--- config.mk ---
export PLATFORM = sky130hd
export DESIGN_NAME = utxb_core
export DESIGN_NICKNAME = d
export VERILOG_FILES = /design/src/shared/utxb_pkg.sv /design/src/logic/utxb_core.sv
export VERILOG_INCLUDE_DIRS = /design/src /design/src/shared
export SDC_FILE = /design/constraint.sdc
export NUM_CORES = 1
export LEC_CHECK = 0
export ABC_AREA = 0
export BUFFER_PORTS_ARGS = -buffer_cell sky130_fd_sc_hd__buf_2
export CORE_ASPECT_RATIO = 0.6
export CORE_MARGIN = 2
export CORE_UTILIZATION = 55
export DETAILED_ROUTE_END_ITERATION = 10
export PLACE_DENSITY = 0.74
export RECOVER_POWER = 25
export SYNTH_ARGS = -nofsm -noshare
export SYNTH_HDL_FRONTEND = slang
export SYNTH_SLANG_ARGS = --single-unit
--- constraint.sdc ---
create_clock -name sys_clk -period 3.51 [get_ports sys_clk]
set_input_delay 0.351 -clock sys_clk [delete_from_list [all_inputs] [get_ports sys_clk]]
set_output_delay 0.351 -clock sys_clk [all_outputs]
set_load 0.03 [all_outputs]
--- src/shared/utxb_params.svh ---
// Constants for the serial port buffer block
`ifndef UTXB_PARAMS_SVH
`define UTXB_PARAMS_SVH
`define UTXB_BAUD_DIV 16
`define UTXB_RX_DEPTH 2
`define UTXB_CHAR9 3'h7
`define UTXB_ENTRY_W 12
`define UTXB_POS_NINTH 11
`define UTXB_POS_FE 10
`define UTXB_POS_DOR 9
`define UTXB_POS_PE 8
`endif

--- src/shared/utxb_pkg.sv ---
// Types for the serial port buffer block
package utxb_pkg;
	typedef enum {TX_IDLE, TX_START, TX_DATA, TX_PAR, TX_STOP} utxb_tx_e;
	typedef enum {RX_IDLE, RX_START, RX_DATA, RX_PAR, RX_STOP} utxb_rx_e;
endpackage
--- src/logic/utxb_core.sv ---
// Serial port transmit and receive buffer logic with receive FIFO
// Summary of operation
// - Buffer-empty flag high when transmit buffer empty, low while holding a character.
// - Writing the data port clears the buffer-empty flag while transmit is enabled or the transmitter still owns the pin.
// - Buffer-empty interrupt is a level while flag set and enabled.
// - Done flag sets when frame shifted out and transmit buffer empty.
// - Done flag clears on interrupt service or on writing one.
// - Done interrupt raised as done flag sets, when enabled.
// - With parity enabled, parity bit goes after last data bit, before stop.
// - Transmit disable waits until shift register and buffer are empty.
// - When disabled, the transmitter stops driving the serial output pin.
// - Receive enable hands the serial input pin to the receiver.
// - In synchronous mode the external transfer clock times the bits.
// - Frame begins on a valid start bit; bits sampled until first stop.
// - Any second stop bit is ignored.
// - On first stop bit the frame moves into the receive buffer.
// - Unused upper data bits read as zero.
// - Ninth bit and error flags travel in the FIFO; reads advance it.
// - Ready flag shows unread data; receiver disable flushes buffer.
// - Parity is xor of data bits, inverted for odd parity.
// - Two-character buffer; overrun on full buffer, waiting frame, new start.
`timescale 1ns/1ns
`include "utxb_params.svh"

module utxb_fifo #(
	parameter int WIDTH = 8,
	parameter int DEPTH = 8
) (
	input wire logic sys_clk,
	input wire logic rst_b,
	input wire logic flush,
	input wire logic inValid,
	output logic inReady,
	input wire logic [WIDTH-1:0] inData,
	output logic outValid,
	input wire logic outReady,
	output logic [WIDTH-1:0] outData
);
	localparam int AW = (DEPTH > 1) ? $clog2(DEPTH) : 1;
	logic [WIDTH-1:0] mem [DEPTH];
	logic [AW-1:0] wrPtr;
	logic [AW-1:0] rdPtr;
	logic [AW:0] count;
	logic push;
	logic pop;

	function automatic logic [AW-1:0] nextPtr(input logic [AW-1:0] p);
		nextPtr = (p == AW'(DEPTH - 1)) ? '0 : p + 1'b1;
	endfunction

	assign inReady = (count != (AW+1)'(DEPTH));
	assign outValid = (count != '0);
	assign outData = mem[rdPtr];
	assign push = inValid && inReady;
	assign pop = outValid && outReady;

	always_ff @(posedge sys_clk) begin
		if (push) begin
			mem[wrPtr] <= inData;
		end
	end

	always_ff @(posedge sys_clk or negedge rst_b) begin
		if (!rst_b) begin
			wrPtr <= '0;
			rdPtr <= '0;
			count <= '0;
		end else if (flush) begin
			wrPtr <= '0;
			rdPtr <= '0;
			count <= '0;
		end else begin
			if (push) begin
				wrPtr <= nextPtr(wrPtr);
			end
			if (pop) begin
				rdPtr <= nextPtr(rdPtr);
			end
			if (push && !pop) begin
				count <= count + 1'b1;
			end else if (pop && !push) begin
				count <= count - 1'b1;
			end
		end
	end
endmodule

module utxb_core #(
	parameter int BAUD_DIV = `UTXB_BAUD_DIV,
	parameter int RX_DEPTH = `UTXB_RX_DEPTH
) (
	input wire logic sys_clk,
	input wire logic rst_b,
	input wire logic dataWrite,
	input wire logic [7:0] dataWriteValue,
	input wire logic dataRead,
	input wire logic txNinthBit,
	input wire logic txEnable,
	input wire logic rxEnable,
	input wire logic parityEnable,
	input wire logic parityOdd,
	input wire logic twoStopBits,
	input wire logic [2:0] charSize,
	input wire logic syncMode,
	input wire logic txDoneIrqAck,
	input wire logic txDoneClearWrite,
	input wire logic txEmptyIrqEn,
	input wire logic txDoneIrqEn,
	input wire logic extXferClock,
	input wire logic serialIn,
	output logic serialOut,
	output logic serialOutEn,
	output logic rxPinOwned,
	output logic txBufferEmptyFlag,
	output logic txDoneFlag,
	output logic txEmptyIrq,
	output logic txDoneIrq,
	output logic rxReadyFlag,
	output logic [7:0] rxData,
	output logic rxNinthBit,
	output logic frameErrFlag,
	output logic overrunFlag,
	output logic parityErrFlag
);
	localparam int HALF = BAUD_DIV / 2;
	logic [15:0] baudCnt;
	logic [15:0] rxCnt;
	logic [2:0] extSync;
	logic [1:0] inSync;
	logic rxIn;
	logic extRise;
	logic extFall;
	logic txTick;
	logic rxSample;
	logic [7:0] txBuf;
	logic txBufNinth;
	logic txBufFull;
	logic txActive;
	logic [8:0] txShift;
	logic [3:0] txIdx;
	logic [1:0] txStopCnt;
	logic txLoad;
	logic txLastStop;
	utxb_pkg::utxb_tx_e txState;
	utxb_pkg::utxb_rx_e rxState;
	logic [8:0] rxShift;
	logic [3:0] rxIdx;
	logic rxParBit;
	logic [`UTXB_ENTRY_W-1:0] rxHeld;
	logic rxHeldValid;
	logic fifoInReady;
	logic fifoOutValid;
	logic [`UTXB_ENTRY_W-1:0] fifoOut;
	logic dorPending;
	logic startSeen;

	function automatic logic [3:0] dataBits(input logic [2:0] size);
		dataBits = (size == `UTXB_CHAR9) ? 4'h9 : 4'(5 + size[1:0]);
	endfunction

	function automatic logic calcParity(input logic [8:0] d, input logic [3:0] n,
			input logic odd);
		logic p;
		p = odd;
		for (int i = 0; i < 9; i++) begin
			if (4'(i) < n) begin
				p = p ^ d[i];
			end
		end
		calcParity = p;
	endfunction

	// Pin synchronisers
	always_ff @(posedge sys_clk or negedge rst_b) begin
		if (!rst_b) begin
			extSync <= '0;
			inSync <= 2'h3;
		end else begin
			extSync <= {extSync[1:0], extXferClock};
			inSync <= {inSync[0], serialIn};
		end
	end

	assign rxIn = inSync[1];
	assign extRise = extSync[1] && !extSync[2];
	assign extFall = !extSync[1] && extSync[2];

	// Bit rate divider
	always_ff @(posedge sys_clk or negedge rst_b) begin
		if (!rst_b) begin
			baudCnt <= '0;
		end else begin
			baudCnt <= (baudCnt == 16'(BAUD_DIV - 1)) ? '0 : baudCnt + 1'b1;
		end
	end

	assign txTick = syncMode ? extFall : (baudCnt == 16'(BAUD_DIV - 1));

	// Transmit buffer
	assign txLastStop = txTick && (txState == utxb_pkg::TX_STOP) &&
		(txStopCnt == (twoStopBits ? 2'h2 : 2'h1));
	assign txLoad = txBufFull && txActive &&
		((txState == utxb_pkg::TX_IDLE) || txLastStop);

	always_ff @(posedge sys_clk or negedge rst_b) begin
		if (!rst_b) begin
			txBuf <= '0;
			txBufNinth <= 1'b0;
			txBufFull <= 1'b0;
		end else if (dataWrite && (txEnable || txActive)) begin
			txBuf <= dataWriteValue;
			txBufNinth <= txNinthBit;
			txBufFull <= 1'b1;
		end else if (txLoad) begin
			txBufFull <= 1'b0;
		end
	end

	assign txBufferEmptyFlag = !txBufFull;
	assign txEmptyIrq = txEmptyIrqEn && !txBufFull;

	// Transmitter ownership of the output pin
	always_ff @(posedge sys_clk or negedge rst_b) begin
		if (!rst_b) begin
			txActive <= 1'b0;
		end else if (txEnable) begin
			txActive <= 1'b1;
		end else if (!txBufFull && !dataWrite && txState == utxb_pkg::TX_IDLE) begin
			txActive <= 1'b0;
		end
	end

	// Transmit shifter
	always_ff @(posedge sys_clk or negedge rst_b) begin
		if (!rst_b) begin
			txState <= utxb_pkg::TX_IDLE;
			txShift <= '0;
			txIdx <= '0;
			txStopCnt <= '0;
			serialOut <= 1'b1;
		end else if (txLoad) begin
			txState <= txLastStop ? utxb_pkg::TX_DATA : utxb_pkg::TX_START;
			txShift <= {txBufNinth, txBuf};
			txIdx <= '0;
			txStopCnt <= '0;
			if (txLastStop) begin
				serialOut <= 1'b0;
			end
		end else if (txTick) begin
			case (txState)
				utxb_pkg::TX_IDLE: begin
					serialOut <= 1'b1;
				end
				utxb_pkg::TX_START: begin
					serialOut <= 1'b0;
					txState <= utxb_pkg::TX_DATA;
				end
				utxb_pkg::TX_DATA: begin
					serialOut <= txShift[txIdx];
					txIdx <= txIdx + 1'b1;
					if (txIdx == dataBits(charSize) - 1'b1) begin
						txState <= parityEnable ? utxb_pkg::TX_PAR : utxb_pkg::TX_STOP;
					end
				end
				utxb_pkg::TX_PAR: begin
					serialOut <= calcParity(txShift, dataBits(charSize), parityOdd);
					txState <= utxb_pkg::TX_STOP;
				end
				utxb_pkg::TX_STOP: begin
					serialOut <= 1'b1;
					txStopCnt <= txStopCnt + 1'b1;
					if (txLastStop) begin
						txState <= utxb_pkg::TX_IDLE;
					end
				end
				default: begin
					txState <= utxb_pkg::TX_IDLE;
				end
			endcase
		end
	end

	assign serialOutEn = txActive;

	// Transmit done flag, set wins over clear
	always_ff @(posedge sys_clk or negedge rst_b) begin
		if (!rst_b) begin
			txDoneFlag <= 1'b0;
		end else if (txLastStop && !txBufFull) begin
			txDoneFlag <= 1'b1;
		end else if (txDoneIrqAck || txDoneClearWrite) begin
			txDoneFlag <= 1'b0;
		end
	end

	assign txDoneIrq = txDoneIrqEn && txDoneFlag;
	assign rxPinOwned = rxEnable;

	// Receive timing
	assign rxSample = syncMode ? extRise :
		(rxCnt == ((rxState == utxb_pkg::RX_START) ? 16'(HALF) : 16'(BAUD_DIV - 1)));
	assign startSeen = rxEnable && (rxState == utxb_pkg::RX_IDLE) && !rxIn &&
		(!syncMode || extRise);

	always_ff @(posedge sys_clk or negedge rst_b) begin
		if (!rst_b) begin
			rxCnt <= '0;
		end else if (rxSample || rxState == utxb_pkg::RX_IDLE) begin
			rxCnt <= '0;
		end else begin
			rxCnt <= rxCnt + 1'b1;
		end
	end

	// Receive shifter
	always_ff @(posedge sys_clk or negedge rst_b) begin
		if (!rst_b) begin
			rxState <= utxb_pkg::RX_IDLE;
			rxShift <= '0;
			rxIdx <= '0;
			rxParBit <= 1'b0;
		end else if (!rxEnable) begin
			rxState <= utxb_pkg::RX_IDLE;
		end else begin
			case (rxState)
				utxb_pkg::RX_IDLE: begin
					if (startSeen) begin
						rxShift <= '0;
						rxIdx <= '0;
						rxState <= syncMode ? utxb_pkg::RX_DATA : utxb_pkg::RX_START;
					end
				end
				utxb_pkg::RX_START: begin
					if (rxSample) begin
						rxState <= rxIn ? utxb_pkg::RX_IDLE : utxb_pkg::RX_DATA;
					end
				end
				utxb_pkg::RX_DATA: begin
					if (rxSample) begin
						rxShift[rxIdx] <= rxIn;
						rxIdx <= rxIdx + 1'b1;
						if (rxIdx == dataBits(charSize) - 1'b1) begin
							rxState <= parityEnable ? utxb_pkg::RX_PAR : utxb_pkg::RX_STOP;
						end
					end
				end
				utxb_pkg::RX_PAR: begin
					if (rxSample) begin
						rxParBit <= rxIn;
						rxState <= utxb_pkg::RX_STOP;
					end
				end
				utxb_pkg::RX_STOP: begin
					if (rxSample) begin
						rxState <= utxb_pkg::RX_IDLE;
					end
				end
				default: begin
					rxState <= utxb_pkg::RX_IDLE;
				end
			endcase
		end
	end

	// Completed frame waiting for the buffer
	always_ff @(posedge sys_clk or negedge rst_b) begin
		if (!rst_b) begin
			rxHeld <= '0;
			rxHeldValid <= 1'b0;
		end else if (!rxEnable) begin
			rxHeldValid <= 1'b0;
		end else if (rxState == utxb_pkg::RX_STOP && rxSample) begin
			rxHeldValid <= 1'b1;
			rxHeld[7:0] <= rxShift[7:0];
			rxHeld[`UTXB_POS_NINTH] <= (charSize == `UTXB_CHAR9) && rxShift[8];
			rxHeld[`UTXB_POS_FE] <= !rxIn;
			rxHeld[`UTXB_POS_DOR] <= dorPending || (rxHeldValid && !fifoInReady);
			rxHeld[`UTXB_POS_PE] <= parityEnable &&
				(calcParity(rxShift, dataBits(charSize), parityOdd) != rxParBit);
		end else if (fifoInReady) begin
			rxHeldValid <= 1'b0;
		end
	end

	// Overrun pending until a frame reaches the buffer, set wins
	always_ff @(posedge sys_clk or negedge rst_b) begin
		if (!rst_b) begin
			dorPending <= 1'b0;
		end else if (!rxEnable) begin
			dorPending <= 1'b0;
		end else if (startSeen && rxHeldValid && !fifoInReady) begin
			dorPending <= 1'b1;
		end else if (rxState == utxb_pkg::RX_STOP && rxSample) begin
			dorPending <= 1'b0;
		end
	end

	utxb_fifo #(
		.WIDTH(`UTXB_ENTRY_W),
		.DEPTH(RX_DEPTH)
	) rxFifo (
		.sys_clk(sys_clk),
		.rst_b(rst_b),
		.flush(!rxEnable),
		.inValid(rxHeldValid),
		.inReady(fifoInReady),
		.inData(rxHeld),
		.outValid(fifoOutValid),
		.outReady(dataRead),
		.outData(fifoOut)
	);

	assign rxReadyFlag = fifoOutValid;
	assign rxData = fifoOutValid ? fifoOut[7:0] : 8'h00;
	assign rxNinthBit = fifoOutValid && fifoOut[`UTXB_POS_NINTH];
	assign frameErrFlag = fifoOutValid && fifoOut[`UTXB_POS_FE];
	assign overrunFlag = fifoOutValid && fifoOut[`UTXB_POS_DOR];
	assign parityErrFlag = fifoOutValid && fifoOut[`UTXB_POS_PE];
endmodule

# --- After elaboration in Yosys (flattened, before gate mapping) ---
# Memory sizes are Yosys's and may differ from the RTL's.
# Index checks and enable logic that the tools add are counted.
# Widths: inputs -> output; s select.
totals:
  regBits: 161
  mem_bits_rw: 24
  in_bits: 28
  wordCells: 298
  memories: 1
mem_list:
  columns: ["memory", "depth", "width", "rd", "rd_ports_with_merged_regs", "write_ports", "line", "source"]
  rows:
  - ["rxFifo.mem", 2, 12, 1, 0, 1, "utxb_core.sv:40", "logic [WIDTH-1:0] mem [DEPTH];"]
op_classes:
  addsub: 11
  n_lt_le_gt_ge: 12
  n_eq_ne: 36
  mux: 129
  bitwise: 18
  reduce_logical: 67
op_table:
  columns: ["op", "n"]
  rows:
  - ["$mux 32", 11]
  - ["$pmux 32 s5", 2]
  - ["$eq 32x2->1 const B", 5]
  - ["$logic_not 32->1", 4]
  - ["$mux 1", 87]
  - ["$eq 32x1->1 const B", 2]
  - ["$eq 32x3->1 const B", 2]
  - ["$eq 32x4->1 const B", 2]
  - ["$add 16x1->16 const B", 2]
  - ["$mux 16", 2]
  - ["$logic_and 1x1->1", 30]
  - ["$mux 4", 6]
  - ["$ne 3x3->1 const B", 8]
  - ["$mux 2", 10]
  - ["$mux 9", 2]
  - ["$pmux 9 s2", 1]
  - ["$xor 1x1->1", 18]
  - ["$eq 16x4->1", 1]
  - ["$eq 16x4->1 const B", 1]
  - ["$lt 3x4->1 const A", 4]
  - ["$reduce_bool 2->1", 8]
  - ["$lt 4x5->1 const B", 2]
  - ["$bwmux 9", 1]
  - ["$logic_not 1->1", 9]
  - ["other kinds (30)", 53]

# --- Depth between registers and ports, before layout ---
# Gate-level depths: netlist of the first run.
depth:
  depth_word: 48
  mapped_depth: 12

# --- Cells and area by module ---
# From an unflattened synthesis of the first run, not the netlist that was laid out.
hier_totals:
  hier_cells: 575
  hier_area_um2: 6384.9
modules_own_cells:
  columns: ["module", "instances", "cells_each", "area_each_um2", "seq_area_each_um2"]
  rows:
  - ["utxb_core", 1, 514, 5291.3, 2481.1]
  - ["utxb_fifo", 1, 61, 1093.5, 820.8]

# --- Worst setup path before layout of the first run ---
# OpenSTA, ideal clock, no wires.
synth_path:
  kind: "input-to-reg"
  startpoint: "input port charSize[0]"
  endpoint: "register serialOut"
  setup_ps: 72
  t_arrival_ps: 2286
  required_time_ps: 3438
  setup_slack_ps: 1152
  stages: 11
  path_buffers: 1
  cell_sequence: "ha_1 > clkbuf_1 > a21oi_1 > ha_1 > nor2b_1 > mux2i_1 > o2bb2ai_1 > xnor3_1 > xor2_1 > o31a_1 > o21ai_1"
synth_via:
  elab_chain_cells: 47
  word_cells_on_any_way: 56
synth_rtl:
  columns: ["item", "line", "source"]
  rows:
  - ["start, declared", "utxb_core.sv:103", "input wire logic [2:0] charSize,"]
  - ["$add 3x2->4 or $eq 3x3->1 (tied branches)", null, null]
  - ["$mux 4 *", "utxb_core.sv:158", "dataBits = (size == `UTXB_CHAR9) ? 4'h9 : 4'(5 + size[1:0]);"]
  - ["$lt 1x4->1", "utxb_core.sv:166", "if (4'(i) < n) begin"]
  - ["$mux 1", "utxb_core.sv:166", null]
  - ["$mux 1", "utxb_core.sv:250", "case (txState)"]
  - ["$mux 1", "utxb_core.sv:249", "end else if (txTick) begin"]
  - ["$mux 1", "utxb_core.sv:241", "end else if (txLoad) begin"]
  - ["$xor 1x1->1", "utxb_core.sv:167", "p = p ^ d[i];"]
  - ["[31 not listed]", null, null]
  - ["$mux 1", "utxb_core.sv:250", null]
  - ["$mux 1", "utxb_core.sv:249", null]
  - ["$mux 1", "utxb_core.sv:241", null]
  - ["$xor 1x1->1", "utxb_core.sv:167", null]
  - ["$mux 1 *", "utxb_core.sv:166", null]
  - ["$pmux 1 s4 *", "utxb_core.sv:250", null]
  - ["$mux 1 *", "utxb_core.sv:249", null]
  - ["$mux 1 *", "utxb_core.sv:241", null]
  - ["end signal, assigned", "utxb_core.sv:259", "serialOut <= txShift[txIdx];"]
  - ["end signal, assigned", "utxb_core.sv:266", "serialOut <= calcParity(txShift, dataBits(charSize), parityOdd);"]
  - ["end, declared", "utxb_core.sv:111", "output logic serialOut,"]
# Every way passes the cells marked *; elsewhere a longest branch is shown, timed or not. The select of a mux whose other input is x is not followed.
# A chain may end at the register's enable or synchronous reset.

# --- Final worst setup path of the first run ---
layout_path:
  startpoint: "register baudCnt[6]"
  endpoint: "register txShift[5]"
layout_via:
  elab_chain_cells: 6
layout_rtl:
  columns: ["item", "line", "source"]
  rows:
  - ["start, declared", "utxb_core.sv:126", "logic [15:0] baudCnt;"]
  - ["start signal, assigned", "utxb_core.sv:193", "baudCnt <= (baudCnt == 16'(BAUD_DIV - 1)) ? '0 : baudCnt + 1'b1;"]
  - ["$eq 16x4->1", "utxb_core.sv:197", "assign txTick = syncMode ? extFall : (baudCnt == 16'(BAUD_DIV - 1));"]
  - ["$mux 1", "utxb_core.sv:197", null]
  - ["$logic_and 1x1->1 (2 in series)", "utxb_core.sv:200", "assign txLastStop = txTick && (txState == utxb_pkg::TX_STOP) &&"]
  - ["$logic_or 1x1->1", "utxb_core.sv:203", "((txState == utxb_pkg::TX_IDLE) || txLastStop);"]
  - ["$logic_and 1x1->1", "utxb_core.sv:202", "assign txLoad = txBufFull && txActive &&"]
  - ["end signal, assigned", "utxb_core.sv:243", "txShift <= {txBufNinth, txBuf};"]
  - ["end, declared", "utxb_core.sv:139", "logic [8:0] txShift;"]
# Every way passes these cells.

==> summary.md, run 1 <==
For this design, the sink count on the clock tree is 127. The tools report the detailed-route via count as 4442. The run gives 2.77 ns as the data arrival time of the critical path. The global router's overall resource usage was 0.217; the number of remaining DRC errors was 0. In this run, CTS created clock tree buffers numbering 17. In the final design database the tool counted 683 nets. The wire length per cell came out at 15.4 um.

The worst ir drop on vdd is 0.446 mV, and the gate count of the mapped netlist is 599. The clock period minus final worst setup slack is 2.48 ns. The post-synthesis share of cell area spent on xor and xnor gates was 0.0816.

STA puts the critical path data required time at 3.80 ns. The endpoint kind of the worst setup timing path is a register. After clock tree synthesis, the clock-pin slew on the worst setup and hold paths is 0.06 ns. Yosys attributes the largest share of cell area to dfrtp_1, edfxtp_1, mux2_2, xor2_1, nor2_1. The total area inside the core boundary comes to 0.0113 mm2. Post-detailed-route via-to-cell ratio: 5.46. Of all cell types, the one taking the most synthesized area is dfrtp_1.

The hold slack is 0.0495 ns. The setup TNS was 0 ns. The longest clock path from root to sink contains 2 buffers. CTS placed an instance of clkbuf_16 at the clock tree root. The tools report the initial antenna violation count as 0. The library cell used most frequently in the layout, excluding fill and tap cells, is dfrtp_1.

The floorplan step set the die height to 87.5 um. The synthesized-area fraction occupied by ao, oa, aoi and oai cells is 0.0771. For the number of warnings issued by yosys, the log shows 0. After synthesis the cells add up to 0.00640 mm2. After clock tree synthesis, the repair step resized 0 gates. In this run the worst path has a maximum fanout of 17. The classification of the worst setup path is reg2reg.

The detail route stage leaves a number of antenna-violating nets equal to 0. The synthesized-area fraction occupied by adder cells was 0.0274; the synthesized netlist net count was 641. The run gives 48 as the number of placed I/O pins. The critical path launch point is baudCnt[6].

The register bit total from synthesis was 127. Type of the most critical hold path: in2reg. TritonCTS built the clock tree. The standard-cell row count was 30. The fraction of registers with async set or reset after synthesis was 0.811.

The global placement routability congestion was 0.830; the maximum clock frequency was 403 MHz. The first global-routing pass estimated 21100 um of wire. In this run the most critical hold path is launched from serialIn.

The clock network latency to the later pin of the worst-skew pair was 0.41 ns; the number of synthesized flops with an enable pin was 24. Among all flip-flop cells after synthesis, the most frequent one is dfrtp_1. CTS built an H-tree with a depth of 4. The run gives 0.00731 mm2 as the final instance area. At the pin with the least slew margin, the transition time is 1.54 ns. For the worst relative slew slack, the log shows -0.0271. The clock arrives with 0.00878 ns of skew. From left edge to right edge, the die measures 143 um. The source of the worst register-to-register timing path was baudCnt[6]. The ratio of total power to cell area is 589 mW/mm2, and the area fraction of the dominant cell type after synthesis is 0.391.

The run finished, with violations left. The fraction of synthesized area in multiplexers came out at 0.0900. The initial cell density of the core is 0.564, and the signed area change from the synthesized netlist to the final layout is 14.3%. The run gives 0.00671 mm2 as the instance area at placement. The largest family of logic cells by synthesized area was simple AND/OR/NAND/NOR gates.

The post-synthesis sequential area ratio is 0.516, and the fraction of final layout cells sized beyond drive strength 1 is 0.188. Setup repair after global routing left no endpoint under its margin. Via count of the first global-routing pass: 4187. The detailed router finished its first iteration with 290 violations. The run gives 0.0125 mm2 as the area enclosed by the die boundary. Leaving out fill and tap cells, the most frequent cells in the layout are dfrtp_1, nor2_1, nand2_1.

The count of maximum capacitance violations is 1. For this design, the CTS-stage hold fixing added 0 buffers. 0 antenna diodes ended up in the layout.

The checks that failed: capacitance limit, slew limit. The analysis attributes to cell leakage a power of 3.24 nW. In this run the post-CTS setup repair buffer count came out at 0. The tools report the total congestion overflow as 0. STA classifies the critical path startpoint as a register. The final cycle utilization of the critical path works out to 0.706. The final-report max-slew violation count is 63, and the total wire length after detailed routing is 12600 um. Input and output buffers added on the ports amount to 47. Area fraction in and, or, nand and nor cells after synthesis: 0.175.

Number of endpoints with negative hold slack in the final report: 0. The final HPWL from detailed placement is 8630 um. The run gives 63 as the largest net degree at the start of global routing. The synthesized area per cell was 10.7 um2; the count of distinct cell types in the synthesized netlist was 62.

Setup violations remaining at the end of the flow were counted as 0. The first TritonRoute pass finished after 5 iterations.
per-stage QoR:
step / total power, W / std cells / setup slack, ns / utilization
6_report: 0.00430 / 814 / 1.03 / 0.645
5_1_grt: 0.00450 / 814 / 0.798 / 0.645
4_1_cts: 0.00432 / 814 / 1.02 / 0.645
3_5_place_dp: 0.00252 / 782 / 0.881 / 0.592
3_3_place_gp: 0.00250 / 782 / 1.03 / 0.592
2_1_floorplan: 0.00236 / 599 / 1.15 / -
area by class of cell:
type	instances	area, um2
Clock buffer	17	425
Clock inverter	15	176
Fill cell	888	4030
Inverter	17	63.8
Multi-Input combinational cell	428	2880
Sequential cell	127	3300
Tap cell	160	200
Timing Repair Buffer	50	258
kinds of logic (layout without fill, tap and decap cells):
kind of cell	after synthesis	count (layout)
DFF	127	127
xor gates and xnor gates	58	58
adders and majority gates	14	14
buffers and inverters	44	99
AOI/OAI and AO/OA	76	76
muxes	51	51
and+or+nand+nor	229	229
metal layers:
metal | up-vias | GRT usage | part of all wire | wire, um
li1 | 2183 | - | - | -
met4 | 0 | 0.0624 | 0.0081 | 102
met2 | 130 | 0.333 | 0.44 | 5510
met1 | 2116 | 0.313 | 0.50 | 6310
met3 | 13 | 0.0498 | 0.050 | 628
met5 | - | 0 | 0 | 0
cell usage after synthesis (all sizes together) (3+ instances only):
| library cell | count |
|---|---|
| edfxtp | 24 |
| a31oi | 3 |
| nor2b | 13 |
| a311oi | 3 |
| and3 | 9 |
| and2 | 6 |
| inv | 17 |
| o21ai | 23 |
| dfstp | 3 |
| xnor2 | 27 |
| nor3 | 7 |
| a21oi | 16 |
| clkbuf | 13 |
| o22ai | 3 |
| a211oi | 7 |
| xor2 | 30 |
| nor4 | 5 |
| or2 | 3 |
| nor2 | 70 |
| a22o | 3 |
| nand3 | 31 |
| dfrtp | 100 |
| nor3b | 4 |
| mux2 | 26 |
| buf | 14 |
| nand2 | 55 |
| nand2b | 8 |
| ha | 14 |
| mux2i | 24 |
| nand4 | 11 |
worst paths after layout:
path | endpoint | slack (ns) | cells past startpoint
worst min register to register | inSync[1] | 0.36 | 0
worst min-delay path | inSync[0] | 0.05 | 1
min in group asynchronous | baudCnt[13] | 0.32 | 1
max in group asynchronous | txDoneFlag | 2.12 | 2
worst max-delay path | txShift[5] | 1.03 | 6
worst max register to register | txShift[5] | 1.03 | 6
report_power, final:
group	internal, W	switching, W
clock network	0.00107	0.000716
registers	0.00161	0.000167
logic	0.000352	0.000384
total	0.00304	0.00127
registers in the layout (all words and copies together) (netlist names), 4 cells and up:
register	cells
baudCnt	16
rxCnt	16
rxFifo.mem	24
rxHeld	12
rxIdx	4
rxShift	9
txBuf	8
txIdx	4
txShift	9
worst max-delay path: stages, from the launching register on:
cell	delay (ns)
dfrtp_1	0.42
nor4_1	0.39
and4_4	0.34
mux2i_4	0.08
o21ai_1	0.13
and2_1	0.59
mux2_2	0.41
Note: power is estimated with default switching activity, not from simulation.
==> run 2, diff against run 1 <==
--- a/config.mk
+++ b/config.mk
@@ -10,9 +10,9 @@
 export BUFFER_PORTS_ARGS = -buffer_cell sky130_fd_sc_hd__buf_2
 export CORE_ASPECT_RATIO = 0.6
 export CORE_MARGIN = 2
-export CORE_UTILIZATION = 55
+export CORE_UTILIZATION = 54
 export DETAILED_ROUTE_END_ITERATION = 10
-export PLACE_DENSITY = 0.74
+export PLACE_DENSITY = 0.76
 export RECOVER_POWER = 25
 export SYNTH_ARGS = -nofsm -noshare
 export SYNTH_HDL_FRONTEND = slang
==> constraint.sdc (replaced) <==
create_clock -name sys_clk -period 2.12 [get_ports sys_clk]
set_input_delay 0.212 -clock sys_clk [delete_from_list [all_inputs] [get_ports sys_clk]]
set_output_delay 0.212 -clock sys_clk [all_outputs]
set_load 0.03 [all_outputs]
==> run 2 against run 1 <==
Against the previous run: register-to-register slack lost 0.94 ns; highest routed layer unchanged; core utilization is 3.3 points higher; largest power group unchanged; critical path type unchanged; clock power rose by 73%; combinational power grew 87%; hold slack got worse by 0.027 ns; sequential share of layout area is 2.5 points lower; the flow now finishes without violations; design area grew 5.8%; largest cell class unchanged.
==> summary.md, run 2 (synthesis gave the netlist of run 1 again) <==
The proportion of power drawn by the clock network came out at 0.419 (was 0.415). The logs give 9400 um (was 8630 um) for the final HPWL from detailed placement and 0.00773 mm2 (was 0.00731 mm2) for the final instance area. Number of placed instances with taps included: 820 (was 782). The cell type of the slowest stage on the worst timing path is dfrtp_1 (was and2_1). The run gives 17 (unchanged) as the number of buffers created by CTS. Total congestion overflow: 0 (unchanged).

The number of antenna cells inserted came out at 0 (unchanged). The number of remaining DRC errors was 0 (unchanged); the sequential fraction of design power was 0.394 (was 0.414). The tools report the initial cell density of the core as 0.561 (was 0.564). Data arrival time of the critical path: 2.33 ns (was 2.77 ns). The initial antenna violation count was 0 (unchanged). The gate family responsible for the most delay along the worst path was simple AND/OR/NAND/NOR gates (unchanged). The largest stage delay on the critical path was 0.38 ns (was 0.59 ns). The run gives 0.0875 ns (was 1.03 ns) as the worst-case setup margin in the final layout. Most common cell after layout, fill and taps aside: dfrtp_1 (unchanged). For the setup TNS, the log shows 0 ns (unchanged). Type of the most critical hold path: in2reg (unchanged). The run gives 0 (was 63) as the final-report max-slew violation count. Cell chain of the critical path: ha_2 -> and4b_1 -> and4_4 -> mux2i_4 -> o21ai_1 -> and2_4 -> buf_12 -> mux2_2 (was nor4_1 -> and4_4 -> mux2i_4 -> o21ai_1 -> and2_1 -> mux2_2). The leakage power summed over all cells is 3.48 nW (was 3.24 nW), and the post-layout instance count excluding filler cells is 857 (was 814). The area enclosed by the die boundary is 0.0128 mm2 (was 0.0125 mm2).

The post-detailed-route via-to-cell ratio is 5.60 (was 5.46). The logs give 0.187 (was 0.171) for the part of the power in combinational logic and 0 (unchanged) for the antenna violation net count after detailed routing. TritonCTS built the clock tree. The filler cell count is 845 (was 888). The tools report the critical path startpoint category as a register (unchanged). The classification of the worst setup path is reg2reg (unchanged). The run finished with clean final reports.

The sequential standard cell area is 0.00330 mm2 (unchanged), and the TritonCTS sink count is 127 (unchanged). The switching power as a share of total power was 0.291 (was 0.294); the worst ir drop on vdd was 0.741 mV (was 0.446 mV). The buffer cell driving the clock tree root was clkbuf_16 (unchanged).

The final cycle utilization of the critical path is 0.959 (was 0.706). The worst-path maximum fanout is 17 (unchanged), and the transition time at the pin with the least slew margin is 1.06 ns (was 1.54 ns). The final net count came out at 726 (was 683). The wire length per cell is 15.9 um (was 15.4 um), and the signed area change from the synthesized netlist to the final layout is 20.9% (was 14.3%).

The clock network latency to the later pin of the worst-skew pair is 0.42 ns (was 0.41 ns). Largest register by flop count: rxFifo.mem (unchanged). Endpoint kind of the worst setup timing path: a register (unchanged). The clock period minus final worst setup slack is 2.03 ns (was 2.48 ns), and the final worst clock skew is 0.00657 ns (was 0.00878 ns). Largest registers ranked by flip-flop count: rxFifo.mem x24, baudCnt x16, rxCnt x16 (unchanged). The number of buffers inserted by port buffering works out to 47 (unchanged). Internal portion of total power: 0.00524 W (was 0.00304 W).

The flip-flop count of the largest register, all copies and words added was 24 (unchanged); the via count of the first global-routing pass was 4666 (was 4187). The run gives 5 (unchanged) as the first-pass iteration count of the detailed router. The number of placed I/O pins is 48 (unchanged). Worst relative slew slack: 0.290 (was -0.0271). The initial DRC count was 377 (was 290); the global-route wire length before repair was 22900 um (was 21100 um). The clock slew seen by the registers of the worst setup and hold paths was 0.06 ns (about the same); the global router's overall resource usage was 0.231 (was 0.217). The fraction of final layout cells sized beyond drive strength 1 is 0.245 (was 0.188).

The hold slack was 0.0221 ns (was 0.0495 ns); the standard cell core area was 0.0114 mm2 (was 0.0113 mm2). For the standard-cell row count, the log shows 30 (unchanged). Final setup violation count: 0 (unchanged). The worst path buffer plus inverter count was 1 (was 0); the horizontal extent of the die was 145 um (was 143 um).

The largest net degree at the start of global routing is 45 (was 63), and the worst setup slack after placement is -0.215 ns (was 0.881 ns). The total wire length after detailed routing is 13600 um (was 12600 um). The tools report the instance area at placement as 0.00701 mm2 (was 0.00671 mm2). Top library cells by usage in the layout, fill and taps aside: dfrtp_1, nor2_1, nand2_1 (unchanged). The detailed-route via count is 4802 (was 4442), and the count of maximum capacitance violations is 0 (was 1). The global placement routability congestion was 0.859 (was 0.830). For the number of endpoints with negative hold slack in the final report, the log shows 0 (unchanged).

The ratio of total power to cell area is 955 mW/mm2 (was 589 mW/mm2), and the multi-input gate area in the final layout is 0.00294 mm2 (was 0.00288 mm2). The net switching power was 0.00215 W (was 0.00127 W); the number of buffers on the longest clock path was 2 (unchanged). The maximum clock frequency was 492 MHz (was 403 MHz); the die boundary height was 88.3 um (was 87.5 um). The required time of the worst setup path came out at 2.42 ns (was 3.80 ns). The number of levels in the clock H-tree came out at 4 (unchanged).
-- run 2: cell count changes in the layout (fill, tap and decap cells not counted), moves of 2 or more --
cell,delta
and2_1,-2
and2_4,+2
buf_4,+38
dlygate4sd3_1,+4
ha_1,-2
ha_2,+2
nor4_1,-3
nor4_2,+2
-- run 2: worst paths after layout --
check                         endpoint  depth (start not counted)         startpoint  slack (ns)
min reg2reg                  inSync[1]                          0          inSync[0]        0.36
max reg2reg                 txShift[1]                          8         baudCnt[1]        0.09
min in group asynchronous  baudCnt[14]                          2              rst_b        0.52
max                         txShift[1]                          8         baudCnt[1]        0.09
min                           txBuf[7]                          2  dataWriteValue[7]        0.02
max in group asynchronous    rxHeld[8]                          3              rst_b        0.63
-- run 2: area by class of cell --
type,count,share of cell area
Clock inverter,15,0.0257
Inverter,17,0.00825
Sequential cell,127,0.427
Multi-Input combinational cell,428,0.380
Timing Repair Buffer,93,0.0778
Tap cell,160,0.0259
Clock buffer,17,0.0550
-- run 2: repair_timing --
action,CTS,global route
buffers inserted,0,1
hold buffers,4,0
endpoints found under the setup margin,8,22
pin swaps,0,3
endpoints found under the hold margin,43,0
gates resized for setup,2,8
-- run 2: per-stage QoR --
stage,total power [W],util
floorplan,0.00391,-
global placement,0.00423,0.615
detailed placement,0.00428,0.615
CTS,0.00741,0.674
global route,0.00767,0.678
finish,0.00739,0.678
-- run 2: metal layers --
layer  vias up  share of wire  global-route usage
li1       2257              -                   -
met1      2342           0.48               0.320
met2       174           0.45               0.366
met3        29          0.055              0.0514
met4         0          0.018              0.0821
met5         -              0                   0
-- run 2: power groups by stage --
stage / Sequential (W) / Combinational [W] / Clock (W)
6_report: 0.00291 / 0.00138 / 0.00310
5_1_grt: 0.00294 / 0.00151 / 0.00323
4_1_cts: 0.00290 / 0.00137 / 0.00313
3_5_place_dp: 0.00295 / 0.00133 / 0
3_3_place_gp: 0.00294 / 0.00129 / 0
2_1_floorplan: 0.00284 / 0.00107 / 0
==> run 3, diff against run 2 <==
--- a/config.mk
+++ b/config.mk
@@ -7,12 +7,12 @@
 export NUM_CORES = 1
 export LEC_CHECK = 0
 export ABC_AREA = 0
-export BUFFER_PORTS_ARGS = -buffer_cell sky130_fd_sc_hd__buf_2
 export CORE_ASPECT_RATIO = 0.6
 export CORE_MARGIN = 2
-export CORE_UTILIZATION = 54
+export CORE_UTILIZATION = 55
 export DETAILED_ROUTE_END_ITERATION = 10
-export PLACE_DENSITY = 0.76
+export DONT_BUFFER_PORTS = 1
+export PLACE_DENSITY = 0.73
 export RECOVER_POWER = 25
 export SYNTH_ARGS = -nofsm -noshare
 export SYNTH_HDL_FRONTEND = slang
==> run 3 against run 2 <==
Against the previous run: the run now ends with hold timing left; combinational power down 9%; hold slack lost 0.52 ns; total power decreased by 2.7%; sequential share of layout area grew 0.93 points; maximum frequency decreased by 0.76%; count of clock-buffer cells in the layout did not move; cell count down 4.3%; worst setup slack worse by 0.016 ns; sequential cell count stayed put; sequential power increased by 1%; non-clock buffer count decreased by 37; core utilization fell by 1.0 points; largest cell class unchanged; largest power group unchanged; highest routed layer unchanged.
==> summary.md, run 3 (synthesis gave the netlist of run 1 again) <==
The flow ran to the end, but the final reports show violations. The final reports fail on hold timing. The gate family responsible for the most delay along the worst path is simple AND/OR/NAND/NOR gates (unchanged). The count of maximum capacitance violations was 0 (unchanged). The tools report the global placement routability congestion as 0.838 (was 0.859). For the global router's overall resource usage, the log shows 0.226 (was 0.231). Leakage power summed over all cells: 3.30 nW (was 3.48 nW). The largest register by flop count was rxFifo.mem (unchanged). Clock period minus final worst setup slack: 2.05 ns (was 2.03 ns). The post-detailed-route via-to-cell ratio came out at 5.61 (was 5.60). The flip-flop count of the largest register, all copies and words added is 24 (unchanged).

The clock slew seen by the registers of the worst setup and hold paths is 0.06 ns (about the same), and the number of endpoints with negative hold slack in the final report is 103 (was 0). The run gives 5 (unchanged) as the first-pass iteration count of the detailed router. The switching power as a share of total power was 0.277 (was 0.291). The power after layout was 0.00719 W (was 0.00739 W); the antenna violation net count after detailed routing was 0 (unchanged). The classification of the worst setup path was reg2reg (unchanged). The final cycle utilization of the critical path was 0.966 (was 0.959); the number of remaining DRC errors was 0 (unchanged). The buffer cell driving the clock tree root was clkbuf_16 (unchanged).

The run gives 0.845 mV (was 0.741 mV) as the worst ir drop on vdd. Setup repair after global routing left no endpoint under its margin. The cell type of the slowest stage on the worst timing path is dfrtp_1 (unchanged). The run gives 0 (unchanged) as the final setup violation count. The run gives 127 (unchanged) as the TritonCTS sink count. Cell chain of the critical path: ha_1 -> and4b_1 -> and4_4 -> mux2i_4 -> o21ai_1 -> and2_4 -> buf_12 -> mux2_4 (was ha_2 -> and4b_1 -> and4_4 -> mux2i_4 -> o21ai_1 -> and2_4 -> buf_12 -> mux2_2).

The logs give 0.00519 W (was 0.00524 W) for the internal portion of total power and 0 (unchanged) for the number of antenna cells inserted. The initial cell density of the core came out at 0.564 (was 0.561). Net switching power: 0.00199 W (was 0.00215 W).

The required time of the worst setup path is 2.41 ns (was 2.42 ns), and the register-to-register setup slack is 0.07 ns (was 0.09 ns). Final-report max-slew violation count: 0 (unchanged). The type of the most critical hold path was in2async (was in2reg). The sequential fraction of design power came out at 0.411 (was 0.394). The global-route wire length before repair is 21900 um (was 22900 um), and the standard-cell row count is 30 (unchanged).

The detailed-route via count was 4599 (was 4802). The final worst clock skew is 0.0110 ns (was 0.00657 ns), and the number of buffers on the longest clock path is 2 (unchanged). Largest registers ranked by flip-flop count: rxFifo.mem x24, baudCnt x16, rxCnt x16 (unchanged). For the final net count, the log shows 689 (was 726). The signed area change from the synthesized netlist to the final layout works out to 18.3% (was 20.9%). The logs give 8800 um (was 9400 um) for the final HPWL from detailed placement and 0.0113 mm2 (was 0.0114 mm2) for the standard cell core area. The filler cell count is 874 (was 845), and the number of buffers inserted by port buffering is 0 (was 47). The die boundary height was 87.5 um (was 88.3 um). The most common cell after layout, fill and taps aside was dfrtp_1 (unchanged).

For the maximum clock frequency, the log shows 488 MHz (was 492 MHz). TritonCTS built the clock tree. The sequential standard cell area was 0.00330 mm2 (unchanged). Wire length per cell: 16.1 um (was 15.9 um). The endpoint kind of the worst setup timing path was a register (unchanged). Fraction of final layout cells sized beyond drive strength 1: 0.179 (was 0.245). The initial DRC count came out at 233 (was 377). The worst relative slew slack was 0.617 (was 0.290); the transition time at the pin with the least slew margin was 0.574 ns (was 1.06 ns). The largest net degree at the start of global routing is 104 (was 45), and the number of levels in the clock H-tree is 4 (unchanged).

The largest stage delay on the critical path came out at 0.40 ns (was 0.38 ns). The worst path buffer plus inverter count is 1 (unchanged), and the total congestion overflow is 0 (unchanged). The initial antenna violation count came out at 0 (unchanged).

The worst-path maximum fanout is 14 (was 17). The run gives 17 (unchanged) as the number of buffers created by CTS. The critical path startpoint category is a register (unchanged). Part of the power in combinational logic: 0.174 (was 0.187).

Total wire length after detailed routing: 13200 um (was 13600 um). Top library cells by usage in the layout, fill and taps aside: dfrtp_1, nor2_1, nand2_1 (unchanged). The proportion of power drawn by the clock network was 0.416 (was 0.419). The logs give 0.00291 mm2 (was 0.00294 mm2) for the multi-input gate area in the final layout and 0.668 (was 0.678) for the final standard cell utilization of the core. The horizontal extent of the die is 143 um (was 145 um).

Area enclosed by the die boundary: 0.0125 mm2 (was 0.0128 mm2). The number of placed I/O pins was 48 (unchanged). The ratio of total power to cell area was 950 mW/mm2 (was 955 mW/mm2). The logs give 0.41 ns (was 0.42 ns) for the clock network latency to the later pin of the worst-skew pair and 18 (was 4) for the hold buffer count at cts. Via count of the first global-routing pass: 4434 (was 4666). The run gives 2.34 ns (was 2.33 ns) as the data arrival time of the critical path. The tools report the hold slack as -0.500 ns (was 0.0221 ns).
[run 3: cell types whose count changed in the layout (fill, tap and decap cells not counted), sizes merged]
cell,before,now
dlygate4sd3,4,18
clkbuf,19,17
clkinv,3,7
buf,87,38
inv,25,20
clkinvlp,1,2
[run 3: worst paths after layout]
| check | start | end | cells past startpoint |
|---|---|---|---|
| worst max register to register | baudCnt[1] | txShift[6] | 8 |
| worst min-delay path | rst_b | baudCnt[7] | 0 |
| worst max-delay path | baudCnt[1] | txShift[6] | 8 |
| min in group sys_clk | dataWrite | serialOutEn | 3 |
| max in group asynchronous | rst_b | inSync[1] | 0 |
| worst min register to register | extSync[0] | extSync[1] | 0 |
[run 3: layer usage]
layer,up-vias,GRT usage,part of all wire
met4,0,0.0651,0.014
met2,131,0.365,0.46
met1,2263,0.311,0.48
met3,17,0.0552,0.050
li1,2188,-,-
met5,-,0,0
[run 3: through the flow]
stage	hold slack (ns)	TNS (ns)	setup WS (ns)	instance area, um2	std cells
floorplan	-0.0836	0	0.00192	6400	599
global placement	-0.0799	0	0.0314	6730	767
detailed placement	-0.0812	-0.266	-0.0778	6730	767
CTS	-0.519	0	0.0340	7530	817
global route	-0.523	0	0.00592	7570	820
finish	-0.500	0	0.0720	7570	820
[run 3: layout make-up]
type / count / share of cell area
clock buffers: 17 / 0.0562
clock inverters: 15 / 0.0245
inverters: 17 / 0.00843
multi-input cells: 428 / 0.385
flip-flops and latches: 127 / 0.436
well taps: 160 / 0.0265
repair buffers: 56 / 0.0632
[run 3: repair_timing]
| action | in CTS | in global routing |
|---|---|---|
| hold endpoints to repair | 128 | 103 |
| resized for setup | 2 | 3 |
| cloned | 0 | 0 |
| pin swaps | 0 | 1 |
| setup buffers | 0 | 3 |
| setup endpoints to repair | 7 | 21 |
[run 3: power by group through the flow]
| stage | clock network (W) | registers (W) | logic, W |
|---|---|---|---|
| final | 0.00299 | 0.00295 | 0.00125 |
| after global routing | 0.00317 | 0.00298 | 0.00138 |
| after CTS | 0.00304 | 0.00294 | 0.00123 |
| after detailed placement | 0 | 0.00298 | 0.00118 |
| after global placement | 0 | 0.00297 | 0.00116 |
| after floorplan | 0 | 0.00284 | 0.00107 |
